$ cat src/dcudc_pkg.sv
// shared constants for the dual clock up/down counter
package dcudc_pkg;

  // ---------------------------------------------------------------------
  // widths and count limits
  // ---------------------------------------------------------------------
  localparam int          CNT_W    = 4;
  localparam logic [3:0]  CNT_ZERO = 4'h0;
  localparam logic [3:0]  CNT_ONE  = 4'h1;
  localparam logic [3:0]  DEC_MAX  = 4'h9;
  localparam logic [3:0]  BIN_MAX  = 4'hF;

  // ---------------------------------------------------------------------
  // reset values
  // ---------------------------------------------------------------------
  localparam logic [3:0]  RST_COUNT    = 4'h0;
  localparam logic        RST_CLK_IDLE = 1'b1;
  localparam logic        RST_TERM_N   = 1'b1;

endpackage

$ cat src/dcudc_counter.sv
// dual clock up/down counter, decade or binary variant
`timescale 1ns/1ps

// Summary of operation
// - apart from clear and load, count changes only on a rising edge of the up or down clock.
// - pulsed clock selects direction; other clock is held high meanwhile.
// - decade variant counts 8421 BCD zero to nine, one step per pulse.
// - binary variant steps one state per pulse over all sixteen states.
// - load low with clear low copies preset inputs, clocks ignored.
// - after load releases, loaded value is kept and stepped from.
// - with load high, preset inputs do not affect the count.
// - clear high forces zero, over both clocks and the load.
// - binary bit toggles when lower bits all one (up) or zero (down).
// - carry low while up clock low and count at its maximum.
// - borrow low while down clock low and count at zero.
module dcudc_counter #(
  parameter int   WIDTH     = dcudc_pkg::CNT_W, // counter width
  parameter bit   IS_DECADE = 1'b0              // 1: decade, 0: binary
) (
  input  wire logic                        sys_clk,          // clock
  input  wire logic                        reset_n,          // async reset
  input  wire logic                        count_up_clock,   // up clock
  input  wire logic                        count_down_clock, // down clock
  input  wire logic                        preset_load_n,    // load, low
  input  wire logic                        async_clear,      // clear, high
  input  wire logic [dcudc_pkg::CNT_W-1:0] preset_value,     // preset data
  output logic      [dcudc_pkg::CNT_W-1:0] count_value,      // count
  output logic                             carry_out_n,      // carry, low
  output logic                             borrow_out_n      // borrow, low
);
  import dcudc_pkg::*;

  // ---------------------------------------------------------------------
  // elaboration checks
  // ---------------------------------------------------------------------
  if (WIDTH != CNT_W) begin : g_bad_width
    $error("dcudc_counter supports only a four bit count");
  end

  // ---------------------------------------------------------------------
  // state
  // ---------------------------------------------------------------------
  typedef struct packed {
    logic [CNT_W-1:0] q;
    logic             up_prev;
    logic             dn_prev;
    logic             carry_n;
    logic             borrow_n;
  } dcudc_state_t;

  // clock history resets high, the idle level of both count clocks,
  // so leaving reset never looks like a rising edge
  localparam dcudc_state_t ST_RESET = '{
    q:        RST_COUNT,
    up_prev:  RST_CLK_IDLE,
    dn_prev:  RST_CLK_IDLE,
    carry_n:  RST_TERM_N,
    borrow_n: RST_TERM_N
  };

  localparam logic [CNT_W-1:0] TOP_VAL = IS_DECADE ? DEC_MAX : BIN_MAX;

  dcudc_state_t     st_ff;
  dcudc_state_t     nxt_st;
  logic             up_rise;
  logic             dn_rise;
  logic             ctl_idle;
  logic             up_step;
  logic             dn_step;
  logic [CNT_W-1:0] up_tog;
  logic [CNT_W-1:0] dn_tog;
  logic [CNT_W-1:0] bin_next;
  logic [CNT_W-1:0] dec_next;

  // ---------------------------------------------------------------------
  // edge detection and step qualification
  // ---------------------------------------------------------------------
  assign up_rise  = count_up_clock & ~st_ff.up_prev;
  assign dn_rise  = count_down_clock & ~st_ff.dn_prev;
  assign ctl_idle = ~async_clear & preset_load_n;
  // coincident edges break the one-clock-high convention; hold instead
  assign up_step  = ctl_idle & up_rise & ~dn_rise;
  assign dn_step  = ctl_idle & dn_rise & ~up_rise;

  // ---------------------------------------------------------------------
  // binary toggle steering
  // ---------------------------------------------------------------------
  for (genvar i = 0; i < CNT_W; i++) begin : g_tog
    if (i == 0) begin : g_lsb
      assign up_tog[i] = 1'b1;
      assign dn_tog[i] = 1'b1;
    end else begin : g_upper
      assign up_tog[i] = &st_ff.q[i-1:0];
      assign dn_tog[i] = ~|st_ff.q[i-1:0];
    end
  end

  // natural toggling gives the fifteen/zero wrap for free
  assign bin_next = st_ff.q ^ (up_step ? up_tog : dn_tog);

  // ---------------------------------------------------------------------
  // decade sequence
  // ---------------------------------------------------------------------
  // codes above nine go to zero going up, or walk down to nine going down
  always_comb begin
    dec_next = st_ff.q;
    if (up_step) begin
      if (st_ff.q >= DEC_MAX) begin
        dec_next = CNT_ZERO;
      end else begin
        dec_next = st_ff.q + CNT_ONE;
      end
    end else if (dn_step) begin
      if (st_ff.q == CNT_ZERO) begin
        dec_next = DEC_MAX;
      end else begin
        dec_next = st_ff.q - CNT_ONE;
      end
    end
  end

  // ---------------------------------------------------------------------
  // next state
  // ---------------------------------------------------------------------
  // clear, then load, then one step; all are sampled on sys_clk, so
  // clear and load act one cycle late instead of at once
  always_comb begin
    nxt_st         = st_ff;
    nxt_st.up_prev = count_up_clock;
    nxt_st.dn_prev = count_down_clock;
    if (async_clear) begin
      nxt_st.q = CNT_ZERO;
    end else if (!preset_load_n) begin
      nxt_st.q = preset_value;
    end else if (up_step || dn_step) begin
      // preset inputs are not consulted on this path
      nxt_st.q = IS_DECADE ? dec_next : bin_next;
    end
    // terminal outputs follow the new count and current clock level
    nxt_st.carry_n  = ~((nxt_st.q == TOP_VAL) & ~count_up_clock);
    nxt_st.borrow_n = ~((nxt_st.q == CNT_ZERO) & ~count_down_clock);
  end

  always_ff @(posedge sys_clk or negedge reset_n) begin
    if (!reset_n) begin
      st_ff <= ST_RESET;
    end else begin
      st_ff <= nxt_st;
    end
  end

  assign count_value  = st_ff.q;
  assign carry_out_n  = st_ff.carry_n;
  assign borrow_out_n = st_ff.borrow_n;
endmodule

$ cat config.mk
export PLATFORM = sky130hd
export DESIGN_NAME = dcudc_counter
export DESIGN_NICKNAME = d
export VERILOG_FILES = /design/src/dcudc_pkg.sv /design/src/dcudc_counter.sv
export SDC_FILE = /design/constraint.sdc
export NUM_CORES = 1
export LEC_CHECK = 0
export BUFFER_PORTS_ARGS = -buffer_cell sky130_fd_sc_hd__buf_2
export CORE_AREA = 5 5 42 44
export CTS_CLUSTER_DIAMETER = 50
export DETAILED_ROUTE_END_ITERATION = 10
export DIE_AREA = 0 0 47 49
export PLACE_DENSITY_LB_ADDON = 0.3
export SKIP_LAST_GASP = 1
export SLEW_MARGIN = 20
export SYNTH_ARGS = -nofsm -noshare
export SYNTH_HDL_FRONTEND = slang
export SYNTH_SLANG_ARGS = --single-unit
$ cat constraint.sdc
create_clock -name sys_clk -period 5.12 [get_ports sys_clk]
set_input_delay 1.28 -clock sys_clk [delete_from_list [all_inputs] [get_ports sys_clk]]
set_output_delay 1.28 -clock sys_clk [all_outputs]
set_load 0.03 [all_outputs]
==> results of run 1 <==
-- path summary, 6_finish.rpt --
| kind | end | slack [ns] |
|---|---|---|
| worst max-delay path | borrow_out_n$_DFF_PN1_ | 2.50 |
| max in group asynchronous | carry_out_n$_DFF_PN1_ | 4.03 |
| worst min register to register | carry_out_n$_DFF_PN1_ | 0.66 |
| min in group asynchronous | count_value[2]$_DFF_PN0_ | 0.85 |
| worst max register to register | borrow_out_n$_DFF_PN1_ | 3.11 |
| worst min-delay path | carry_out_n$_DFF_PN1_ | 0.66 |
-- cell families after synthesis --
kind of cell           share of synthesized area
AO/OA/AOI/OAI                              0.140
AND/OR/NAND/NOR                            0.360
buffers and inverters                     0.0603
XOR/XNOR                                  0.0453
flip-flops                                 0.353
multiplexers                              0.0409
-- state kept, by name, indices dropped and copies added, names as in the netlist --
name          count
count_value       4
st_ff             2
borrow_out_n      1
carry_out_n       1
-- layout make-up --
class	instances	area, sq um
tap	16	20.0
fill	143	734
timing repair buffer	15	75.1
multi-input combinational	45	340
clock buffer	4	26.3
sequential	8	205
-- stage by stage --
stage	power, mW	util	instances	setup slack [ns]	instance area (sq um)
after floorplan	0.107	-	58	2.57	581
after detailed placement	0.117	0.457	84	2.22	641
final	0.169	0.476	88	2.50	667
after global routing	0.178	0.476	88	2.30	667
after global placement	0.116	0.457	84	2.29	641
after CTS	0.172	0.476	88	2.47	667
-- layer usage --
layer,share of wire,vias to the layer above,track usage
met3,0.041,0,0.0111
met4,0,0,0.0691
met2,0.52,8,0.183
li1,-,228,-
met1,0.43,217,0.161
met5,0,-,0
-- cells in the final DEF (no fill, tap or decap), types with 2 or more instances in the layout --
cell type,n
buf_2,15
nor2_1,6
nand2_1,5
dfstp_2,4
dfrtp_1,4
xnor2_1,3
clkbuf_4,3
nand2b_4,2
o21ai_0,2
nand2b_1,2
and2b_1,2
-- worst reg2reg max path: cells and delay by family, from the launching register on --
| kind | cells | cell delay [ns] |
|---|---|---|
| simple gates | 2 | 0.57 |
| flops | 1 | 0.53 |
| compound gates | 2 | 0.49 |
| mux | 1 | 0.15 |
| xor+xnor | 1 | 0.18 |
-- where the power goes --
part           switching [mW]  internal (mW)  leakage [nW]
combinational          0.0244         0.0184         0.187
clock                  0.0235         0.0299        0.0150
sequential            0.00429         0.0685        0.0948
total                  0.0521          0.117         0.297
==> results.md, run 1 <==
* First DRT Iteration DRCs at 4
* Min Tclk post-route at 2.62 ns
* DR WL/cell at 13.5 um
* Largest net degree at the start of global routing at 12
* H-tree levels at 1
* Clk sinks at 8
* Number of port buffers at 15
* Clk Latency, worst-skew pair at approximately 0.26 ns
* WP depth at 7
* Critical Path AT at 2.79 ns
* GRT Overall Usage at 0.121
* Buffer count from post-CTS setup fixing at 0
* Synth Instances at between 50 and 60
* Ys flop type: dfstp_2
* Mapped Area at 581 sq um
* Routed Antenna Nets at 0
* Mapped Nets at 68
* Syn Area/Cell at 10.0 sq um
* Die Wd at 47 um
* Leakage power at 0.297 nW
* Setup crit end kind: register
* Worst hold stages at 3
* Worst path top cell family by delay: simple AND/OR/NAND/NOR gates
* Most common cell in the netlist: nor2_1
* Critical Path RT at roughly 5.3 ns
* Post-synth ARST share at 1.00
* Ports at 16
* Deepest clock path buffer count at 2
* Area contributors post-synth: dfstp_2 18%, dfrtp_1 17%, buf_4 5.2%, nand2b_4 4.7%, xnor2_1 4.5%
* Post-synth top area cell: dfstp_2
* CTS root buf: clkbuf_4
* Top-area cell type share of the netlist area at 0.181
* TritonCTS buffer count at 3
* Resized cells post-CTS at 0
* Final WL at 1190 um
* Final Max Tran Viols at 0
* Nets at 83
* Post-synthesis sequential area ratio at 0.353
* Routed vias at between 400 and 500
* Max FO, Critical Path at 4
* Clock slew at reported path FFs at 0.05 ns
* Core area at 0.00140 sq mm
* Crit-path slowest cell: a2111oi_2
* Reg-to-reg startpoint: st_ff[3]$_DFF_PN1_
* Critical path cell sequence: buf_2 -> and2b_4 -> nor4_2 -> mux2i_2 -> xnor2_1 -> a2111oi_2 -> o21ai_1
* Final setup TNS at 0 ns
* Num rows at 14
* First-pass GRT wire length at 2040 um
* Remaining routing DRC violations at 0
* Via/cell ratio at 5.15
* Share of cells above drive strength 1 at 0.444
* YS warnings at 0
* Rel. slew slack at 0.733
* Tcrit/Tclk final at 0.512
* Placer Congestion at 0.725
* Initial antenna violation count at 0
* WP buf/inv at 1
* Yosys cell types at 34
* Vias in the first global route at 452
* CTS Hold Bufs at 0
* Seq cells post-synth at 8
* # setup viols final at 0
* DIE AREA at ~0.0023 sq mm
* Status: completed
* Chip Height at 49 um
* Detail Placement HPWL at 911 um
* Critical path class: in2reg
* Max stage delay on crit path at approximately 0.39 ns
* RSZ-0062 raised after global routing: no
* Initial Utilization at 0.414
* Final hold vios at 0
* Startpoint Class: input pin
* Fmax at 0.381 GHz
* CTS tree: yes
* Worst Setup SP: count_up_clock
* Hold slack at between 0.6 and 0.7 ns
* Final worst clock skew at slightly above 0.01 ns
* Hold Crit Start: count_value[3]$_DFF_PN0_
* Number of cells on the worst reg-to-reg path at 6
* Worst Max-Slew Pin Slew at 0.397 ns
* Worst VDD drop at 0.112 mV
* Grt ovf at 0
* Worst Hold Class: reg2reg
* Post-synth top cells: 6 x nor2_1, 5 x nand2_1, 4 x buf_4, 4 x dfrtp_1, 4 x dfstp_2
* Area Growth Syn to Fin at 14.9%
* Max cap viols at 0
* Number of synthesized flops with an enable pin at 0
* Diodes inserted at 0
* First-pass DRT Iterations at 4
* Pwr dens at 253 mW/mm^2
No activity file was read; power rests on OpenSTA's default activity.
==> run 2: changes to the inputs <==
- ABC_AREA: default -> 1
- CORE_AREA: 5 5 42 44 -> default
- CORE_MARGIN: default -> 5
- CORE_UTILIZATION: default -> 45
- DIE_AREA: 0 0 47 49 -> default
- clock period: 5.12 -> 2.1 ns (I/O delays scaled with it)
==> run 2 against run 1 <==
Effect of this change:
- global-route usage up 0.58 points
- setup slack lost 1.9 ns
- non-clock buffer count unchanged
==> results.md, run 2 <==
* Fmax at 0.686 GHz
* RSZ-0062 raised after global routing: no (unchanged)
* Rel. slew slack at 0.816 (was 0.733)
* Post-synth top cells: 25 x nand2_1, 16 x inv_1, 9 x nand3_1 (was 6 x nor2_1, 5 x nand2_1, 4 x buf_4, 4 x dfrtp_1, 4 x dfstp_2)
* Remaining routing DRC violations at 0 (unchanged)
* Tot Pwr at 0.402 mW (was 0.169 mW)
* # fillers at 129 (was 143)
* First-pass GRT wire length at 1950 um (was 2040 um)
* Largest net degree at the start of global routing at 9 (was 12)
* Vias in the first global route at 481 (was 452)
* Number of cells on the worst reg-to-reg path at 11 (was 6)
* Area contributors post-synth: dfstp_2 17%, dfrtp_1 16%, nand2_1 15%, inv_1 9.6%, nand3_1 7.2% (was dfstp_2 18%, dfrtp_1 17%, buf_4 5.2%, nand2b_4 4.7%, xnor2_1 4.5%)
* Chip Height at 47.3 um (was 49 um)
* Footprint of the multi-input gates at 307 sq um (was 340 sq um)
* Syn Area/Cell at 7.45 sq um (was 10.0 sq um)
* DIE AREA at 0.00224 sq mm (was 0.00230 sq mm)
* Min Tclk post-route at about 1.5 ns
* Pwr dens at 574 mW/mm^2 (was 253 mW/mm^2)
* WP depth at 1 (was 7)
* Setup crit end kind: output pin (was register)
* Buffer count from post-CTS setup fixing at 0 (unchanged)
* Mapped Area at 626 sq um (was 581 sq um)
* First-pass DRT Iterations at 4 (unchanged)
* FF+latch area at 205 sq um (unchanged)
* Clock slew at reported path FFs at 0.05 ns (about the same)
* Most common cell in the netlist: nand2_1 (was nor2_1)
* Commonest non-fill, non-tap cells in the layout: 25 x nand2_1, 16 x inv_1, 15 x buf_2 (was 15 x buf_2, 6 x nor2_1, 5 x nand2_1)
* DR WL/cell at 9.96 um (was 13.5 um)
* Post-synth ARST share at 1.00 (unchanged)
* Final WL at 1120 um (was 1190 um)
* YS warnings at 0 (unchanged)
* Critical Path RT at 1.57 ns (was 5.29 ns)
* Tcrit/Tclk final at 0.695
* CTS tree: yes (unchanged)
* Num rows at 13 (was 14)
* Via/cell ratio at 4.46 (was 5.15)
* Top-area cell type share of the netlist area at 0.168 (was 0.181)
* Grt ovf at 0 (unchanged)
* Final setup TNS at 0 ns (unchanged)
* Leakage power at 0.419 nW (was 0.297 nW)
* H-tree levels at 1 (unchanged)
* Crit-path slowest cell: dfstp_2 (was a2111oi_2)
* Routed Antenna Nets at 0 (unchanged)
* Nets at 109 (was 83)
* Final hold vios at 0 (unchanged)
* CTS root buf: clkbuf_4 (unchanged)
* Detail Placement HPWL at 1000 um (was 911 um)
* Post-synthesis sequential area ratio at 0.328 (was 0.353)
* Max reg flops at 4 (unchanged)
* GRT Overall Usage at 0.127 (was 0.121)
* Max cap viols at 0 (unchanged)
* WP buf/inv at 1 (unchanged)
* Fin util at 0.538 (was 0.476)
* Area Growth Syn to Fin at 12.0% (was 14.9%)
* Number of synthesized flops with an enable pin at 0 (unchanged)
* Commonest non-fill, non-tap cell in the layout: nand2_1 (was buf_2)
* Seq cells post-synth at 8 (unchanged)
* Placer Congestion at 0.801 (was 0.725)
* Die Wd at 47.3 um (was 47 um)
* Initial antenna violation count at 0 (unchanged)
* Final Max Tran Viols at 0 (unchanged)
* # setup viols final at 0 (unchanged)
* Diodes inserted at 0 (unchanged)
* Post-synth top area cell: dfstp_2 (unchanged)
* TritonCTS buffer count at 3 (unchanged)
* Resized cells post-CTS at 0 (unchanged)
* Worst path top cell family by delay: flip-flops (was simple AND/OR/NAND/NOR gates)
* Initial Utilization at 0.481 (was 0.414)
* Share of cells above drive strength 1 at 0.371 (was 0.444)
* Synth Instances at 84 (was 58)
* Critical path class: reg2out (was in2reg)
* First DRT Iteration DRCs at 3 (was 4)
* Number of port buffers at 15 (unchanged)
* Clk Latency, worst-skew pair at 0.25 ns (was 0.26 ns)
* Max stage delay on crit path at 0.50 ns (was 0.39 ns)
* Mapped Nets at 94 (was 68)
* Routed vias at 499 (was 453)
* Worst Max-Slew Pin Slew at 0.273 ns (was 0.397 ns)
* Core area at 0.00130 sq mm (was 0.00140 sq mm)
* Ys flop type: dfstp_2 (unchanged)
* Worst Hold Class: in2async (was reg2reg)
* CTS Hold Bufs at 0 (unchanged)
* Max FO, Critical Path at 1 (was 4)
* Yosys cell types at 20 (was 34)
* Post-Place Setup Slack at 0.489 ns (was 2.22 ns)
* Startpoint Class: register (was input pin)
* Critical Path AT at 0.93 ns (was 2.79 ns)
* Final worst clock skew at 0.00313 ns (was 0.0103 ns)
* Ports at 16 (unchanged)
* Clk sinks at 8 (unchanged)
* Deepest clock path buffer count at 2 (unchanged)
* Status: completed (unchanged)
* Worst VDD drop at 0.541 mV (was 0.112 mV)
* Final WS setup at 0.641 ns (was 2.50 ns)
* Critical path cell sequence: buf_2 (was buf_2 -> and2b_4 -> nor4_2 -> mux2i_2 -> xnor2_1 -> a2111oi_2 -> o21ai_1)
## run 2: cell types whose count changed in the layout (fill, tap and decap cells not counted), moves of 2 or more
cell	delta
and2b_1	-2
inv_1	+16
nand2_1	+20
nand2_2	+2
nand2b_1	-2
nand2b_4	-2
nand3_1	+9
nand3_2	+3
nand3_4	+2
nor2_1	-2
xnor2_1	-3
## run 2: area by class of cell
type                       instances  share of cell area
clock buffer                       3              0.0321
inverter                          18               0.104
multi-input combinational         53               0.437
sequential                         8               0.293
tap                               15              0.0268
timing repair buffer              15               0.107
## run 2: power by group
part	total, mW	switching [mW]	internal (mW)
Sequential	0.175	0.00802	0.167
Combinational	0.113	0.0756	0.0370
Clock	0.114	0.0489	0.0652
## run 2: worst paths after layout
| check | from | endpoint | slack (ns) |
|---|---|---|---|
| max | borrow_out_n$_DFF_PN1_ | borrow_out_n | 0.64 |
| min | reset_n | count_value[0]$_DFF_PN0_ | 0.10 |
| max reg2reg | st_ff[2]$_DFF_PN1_ | borrow_out_n$_DFF_PN1_ | 0.70 |
| min reg2reg | count_value[0]$_DFF_PN0_ | count_value[0]$_DFF_PN0_ | 0.72 |
| max in group asynchronous | reset_n | borrow_out_n$_DFF_PN1_ | 1.76 |
| min in group sys_clk | count_up_clock | st_ff[3]$_DFF_PN1_ | 0.39 |
## run 2: metal layers
| layer | share of wire | global-route usage |
|---|---|---|
| met1 | 0.46 | 0.158 |
| met2 | 0.49 | 0.206 |
| met3 | 0.050 | 0.0460 |
| met4 | 0 | 0.0331 |
| met5 | 0 | 0 |
## run 2: kinds of logic after synthesis
family / after synthesis / share of synthesized area
flip-flops: 8 / 0.328
buffers and inverters: 23 / 0.182
AND/OR/NAND/NOR: 51 / 0.468
AO/OA/AOI/OAI: 2 / 0.0220
## run 2: through the flow
stage	hold WS, ns	cells	area [sq um]
finish	0.104	112	701
global route	0.104	112	701
CTS	0.0985	112	701
detailed placement	0.368	109	678
global placement	0.368	109	678
floorplan	0.229	84	626
==> run 3: changes to the inputs <==
- ABC_AREA: 1 -> 0
- CORE_UTILIZATION: 45 -> 44
- clock period: 2.1 -> 1.18 ns (I/O delays scaled with it)
==> run 3 against run 2 <==
Effect of this change:
- the run now ends with setup timing left
- via count increased by 7.8%
- setup slack got worse by 1.2 ns
- first-iteration DRC count grew to 2.7 times the previous value
- clock-buffer cell count increased by 1
- critical path depth increased by 5
- routed wire length rose by 29%
- flip-flop and latch count stayed put
- largest cell class unchanged
==> results.md, run 3 (synthesis gave the netlist of run 1 again) <==
* Final Max Tran Viols at 0 (unchanged)
* Placer Congestion at 0.838 (was 0.801)
* Final hold vios at 0 (unchanged)
* First-pass DRT Iterations at 3 (was 4)
* Fmax at 0.588 GHz
* Final WS setup at -0.521 ns (was 0.641 ns)
* Routed vias at 538 (was 499)
* Fin util at 0.731 (was 0.538)
* Commonest non-fill, non-tap cell in the layout: buf_4 (was nand2_1)
* Worst Hold Class: in2reg (was in2async)
* Chip Height at 46.3 um (was 47.3 um)
* Tot Pwr at 0.839 mW (was 0.402 mW)
* GRT Overall Usage at 0.150 (was 0.127)
* H-tree levels at 1 (unchanged)
* Critical path class: reg2reg (was reg2out)
* Share of cells above drive strength 1 at 0.667 (was 0.371)
* Routed Antenna Nets at 0 (unchanged)
* Diodes inserted at 0 (unchanged)
* Final WL at 1440 um (was 1120 um)
* # setup viols final at 11 (was 0)
* Number of port buffers at 15 (unchanged)
* Initial antenna violation count at 0 (unchanged)
* CTS root buf: clkbuf_4 (unchanged)
* Combinational Power Share at 0.360 (was 0.280)
* Worst Max-Slew Pin Slew at 0.284 ns (was 0.273 ns)
* Critical path cell sequence: and2b_4 -> nor4_4 -> mux2i_2 -> xnor2_2 -> a2111oi_2 -> o21ai_1 (was buf_2)
* Tcrit/Tclk final at 1.44
* Worst hold stages at 3
* Remaining routing DRC violations at 0 (unchanged)
* Startpoint Class: register (unchanged)
* Grt met1 use at 0.198 (was 0.158)
* First DRT Iteration DRCs at 8 (was 3)
* Detail Placement HPWL at 1010 um (was 1000 um)
* Met2 Use GR at 0.236 (was 0.206)
* Clk pwr share at 0.264 (was 0.284)
* Hold Path Sink: count_value[0]$_DFF_PN0_
* Clock slew at reported path FFs at 0.06 ns (was 0.05 ns)
* Critical Path AT at 1.88 ns (was 0.93 ns)
* Leakage power at 0.427 nW (was 0.419 nW)
* Hold slack at 0.301 ns (was 0.104 ns)
* DR WL/cell at 13.7 um (was 9.96 um)
* Sequential share of power at 0.376 (was 0.436)
* Final setup TNS at -2.56 ns (was 0 ns)
* Nets at 101 (was 109)
* Initial Utilization at 0.458 (was 0.481)
* Die Wd at 46.3 um (was 47.3 um)
* Ports at 16 (unchanged)
* Status: complete, but fails checks (was completed)
* Reg-to-reg startpoint: st_ff[3]$_DFF_PN1_ (was st_ff[2]$_DFF_PN1_)
* Min Tclk post-route at 1.70 ns
* Crit-path slowest cell: dfstp_2 (unchanged)
* Setup crit end kind: register (was output pin)
* WP buf/inv at 0 (was 1)
* Clk Latency, worst-skew pair at 0.25 ns (about the same)
* Met3 usage at 0.0273 (was 0.0460)
* End of the worst register-to-register path: borrow_out_n$_DFF_PN1_ (unchanged)
* GRT busiest layer: met2 (unchanged)
* Vias in the first global route at 524 (was 481)
* RSZ-0062 raised after global routing: yes (was no)
* Max reg flops at 4 (unchanged)
* Worst path top cell family by delay: flip-flops (unchanged)
* Sw Ratio at 0.303 (was 0.329)
* Clk sinks at 8 (unchanged)
* Number of cells on the worst reg-to-reg path at 6 (was 11)
* Commonest non-fill, non-tap cells in the layout: 14 x buf_4, 9 x buf_2, 9 x buf_6 (was 25 x nand2_1, 16 x inv_1, 15 x buf_2)
* Max FO, Critical Path at 4 (was 1)
* Critical Path RT at 1.36 ns (was 1.57 ns)
* Num rows at 13 (unchanged)
* Largest net degree at the start of global routing at 11 (was 9)
* Hold Crit Start: preset_value[0]
* Area Growth Syn to Fin at 59.7% (was 12.0%)
* Max cap viols at 0 (unchanged)
* Grt ovf at 0 (unchanged)
* Via/cell ratio at 5.12 (was 4.46)
* Internal at 0.585 mW (was 0.269 mW)
* Net Sw Power at 0.254 mW (was 0.132 mW)
* Pwr dens at 905 mW/mm^2 (was 574 mW/mm^2)
* Max stage delay on crit path at 0.52 ns (was 0.50 ns)
* First-pass GRT wire length at 2300 um (was 1950 um)
* # fillers at 90 (was 129)
* Deepest clock path buffer count at 2 (unchanged)
* Failing checks: setup timing
* Core area at 0.00127 sq mm (was 0.00130 sq mm)
* CTS tree: yes (unchanged)
* DIE AREA at 0.00215 sq mm (was 0.00224 sq mm)
* Final worst clock skew at 0.00963 ns (was 0.00313 ns)
* Worst VDD drop at 0.643 mV (was 0.541 mV)
* R2r setup slk at -0.52 ns (was 0.70 ns)
* Rel. slew slack at 0.809 (was 0.816)
* TritonCTS buffer count at 3 (unchanged)
[run 3: cell count changes in the layout (fill, tap and decap cells not counted), moves of 2 or more]
cell      previous run  this run
nand2_1             25         5
inv_1               16         0
buf_4                0        14
buf_6                0         9
nand3_1              9         0
buf_2               15         9
nand2b_4             0         3
nand3_2              3         0
and2b_1              0         2
mux2i_2              0         2
nand2_2              2         0
nand2b_1             0         2
nand3_4              2         0
xnor2_2              0         2
[run 3: worst max-delay path by stage]
stage / start / endpoint / slack, ns / cells past startpoint
after floorplan: st_ff[2]$_DFF_PN1_ / borrow_out_n$_DFF_PN1_ / -0.45 / 6
after global placement: st_ff[2]$_DFF_PN1_ / borrow_out_n$_DFF_PN1_ / -0.50 / 6
after detailed placement: st_ff[2]$_DFF_PN1_ / borrow_out_n$_DFF_PN1_ / -0.56 / 6
after CTS: st_ff[3]$_DFF_PN1_ / borrow_out_n$_DFF_PN1_ / -0.53 / 6
after global routing: st_ff[3]$_DFF_PN1_ / borrow_out_n$_DFF_PN1_ / -0.63 / 6
final: st_ff[3]$_DFF_PN1_ / borrow_out_n$_DFF_PN1_ / -0.52 / 6
[run 3: metal layers]
| layer | vias up | part of all wire |
|---|---|---|
| li1 | 263 | - |
| met1 | 264 | 0.44 |
| met2 | 9 | 0.53 |
| met3 | 2 | 0.026 |
| met4 | 0 | 0.0056 |
| met5 | - | 0 |
[run 3: power by group through the flow]
stage | logic (mW) | clock network, mW | registers (mW)
final | 0.302 | 0.221 | 0.315
after global routing | 0.325 | 0.252 | 0.317
after CTS | 0.276 | 0.233 | 0.314
after detailed placement | 0.234 | 0 | 0.317
after global placement | 0.231 | 0 | 0.318
after floorplan | 0.144 | 0 | 0.327
[run 3: timing repair]
item	in CTS	in global routing
setup buffers	4	2
resized for setup	18	11
pin swaps	2	6
endpoints found under the setup margin	11	12
cloned	0	0
endpoints found under the hold margin	4	0
hold buffers	1	0
[run 3: worst register-to-register path: cells and delay by family, from the launching register on]
family	cells	cell delay [ns]
flip-flops	1	0.52
AND/OR/NAND/NOR	2	0.39
AO/OA/AOI/OAI	2	0.39
XOR/XNOR	1	0.17
multiplexers	1	0.15
[run 3: area by class of cell]
type,instances,area [sq um],area share
repair buffers,33,262,0.282
well taps,15,18.8,0.0202
multi-input cells,45,415,0.448
clock buffers,4,26.3,0.0283
flip-flops and latches,8,205,0.221
[run 3: stage by stage]
stage / std cells / worst slack [ns] / cell area (sq um)
after floorplan: 58 / -0.451 / 594
after global placement: 95 / -0.503 / 743
after detailed placement: 95 / -0.555 / 743
after CTS: 104 / -0.530 / 877
after global routing: 105 / -0.632 / 927
final: 105 / -0.521 / 927
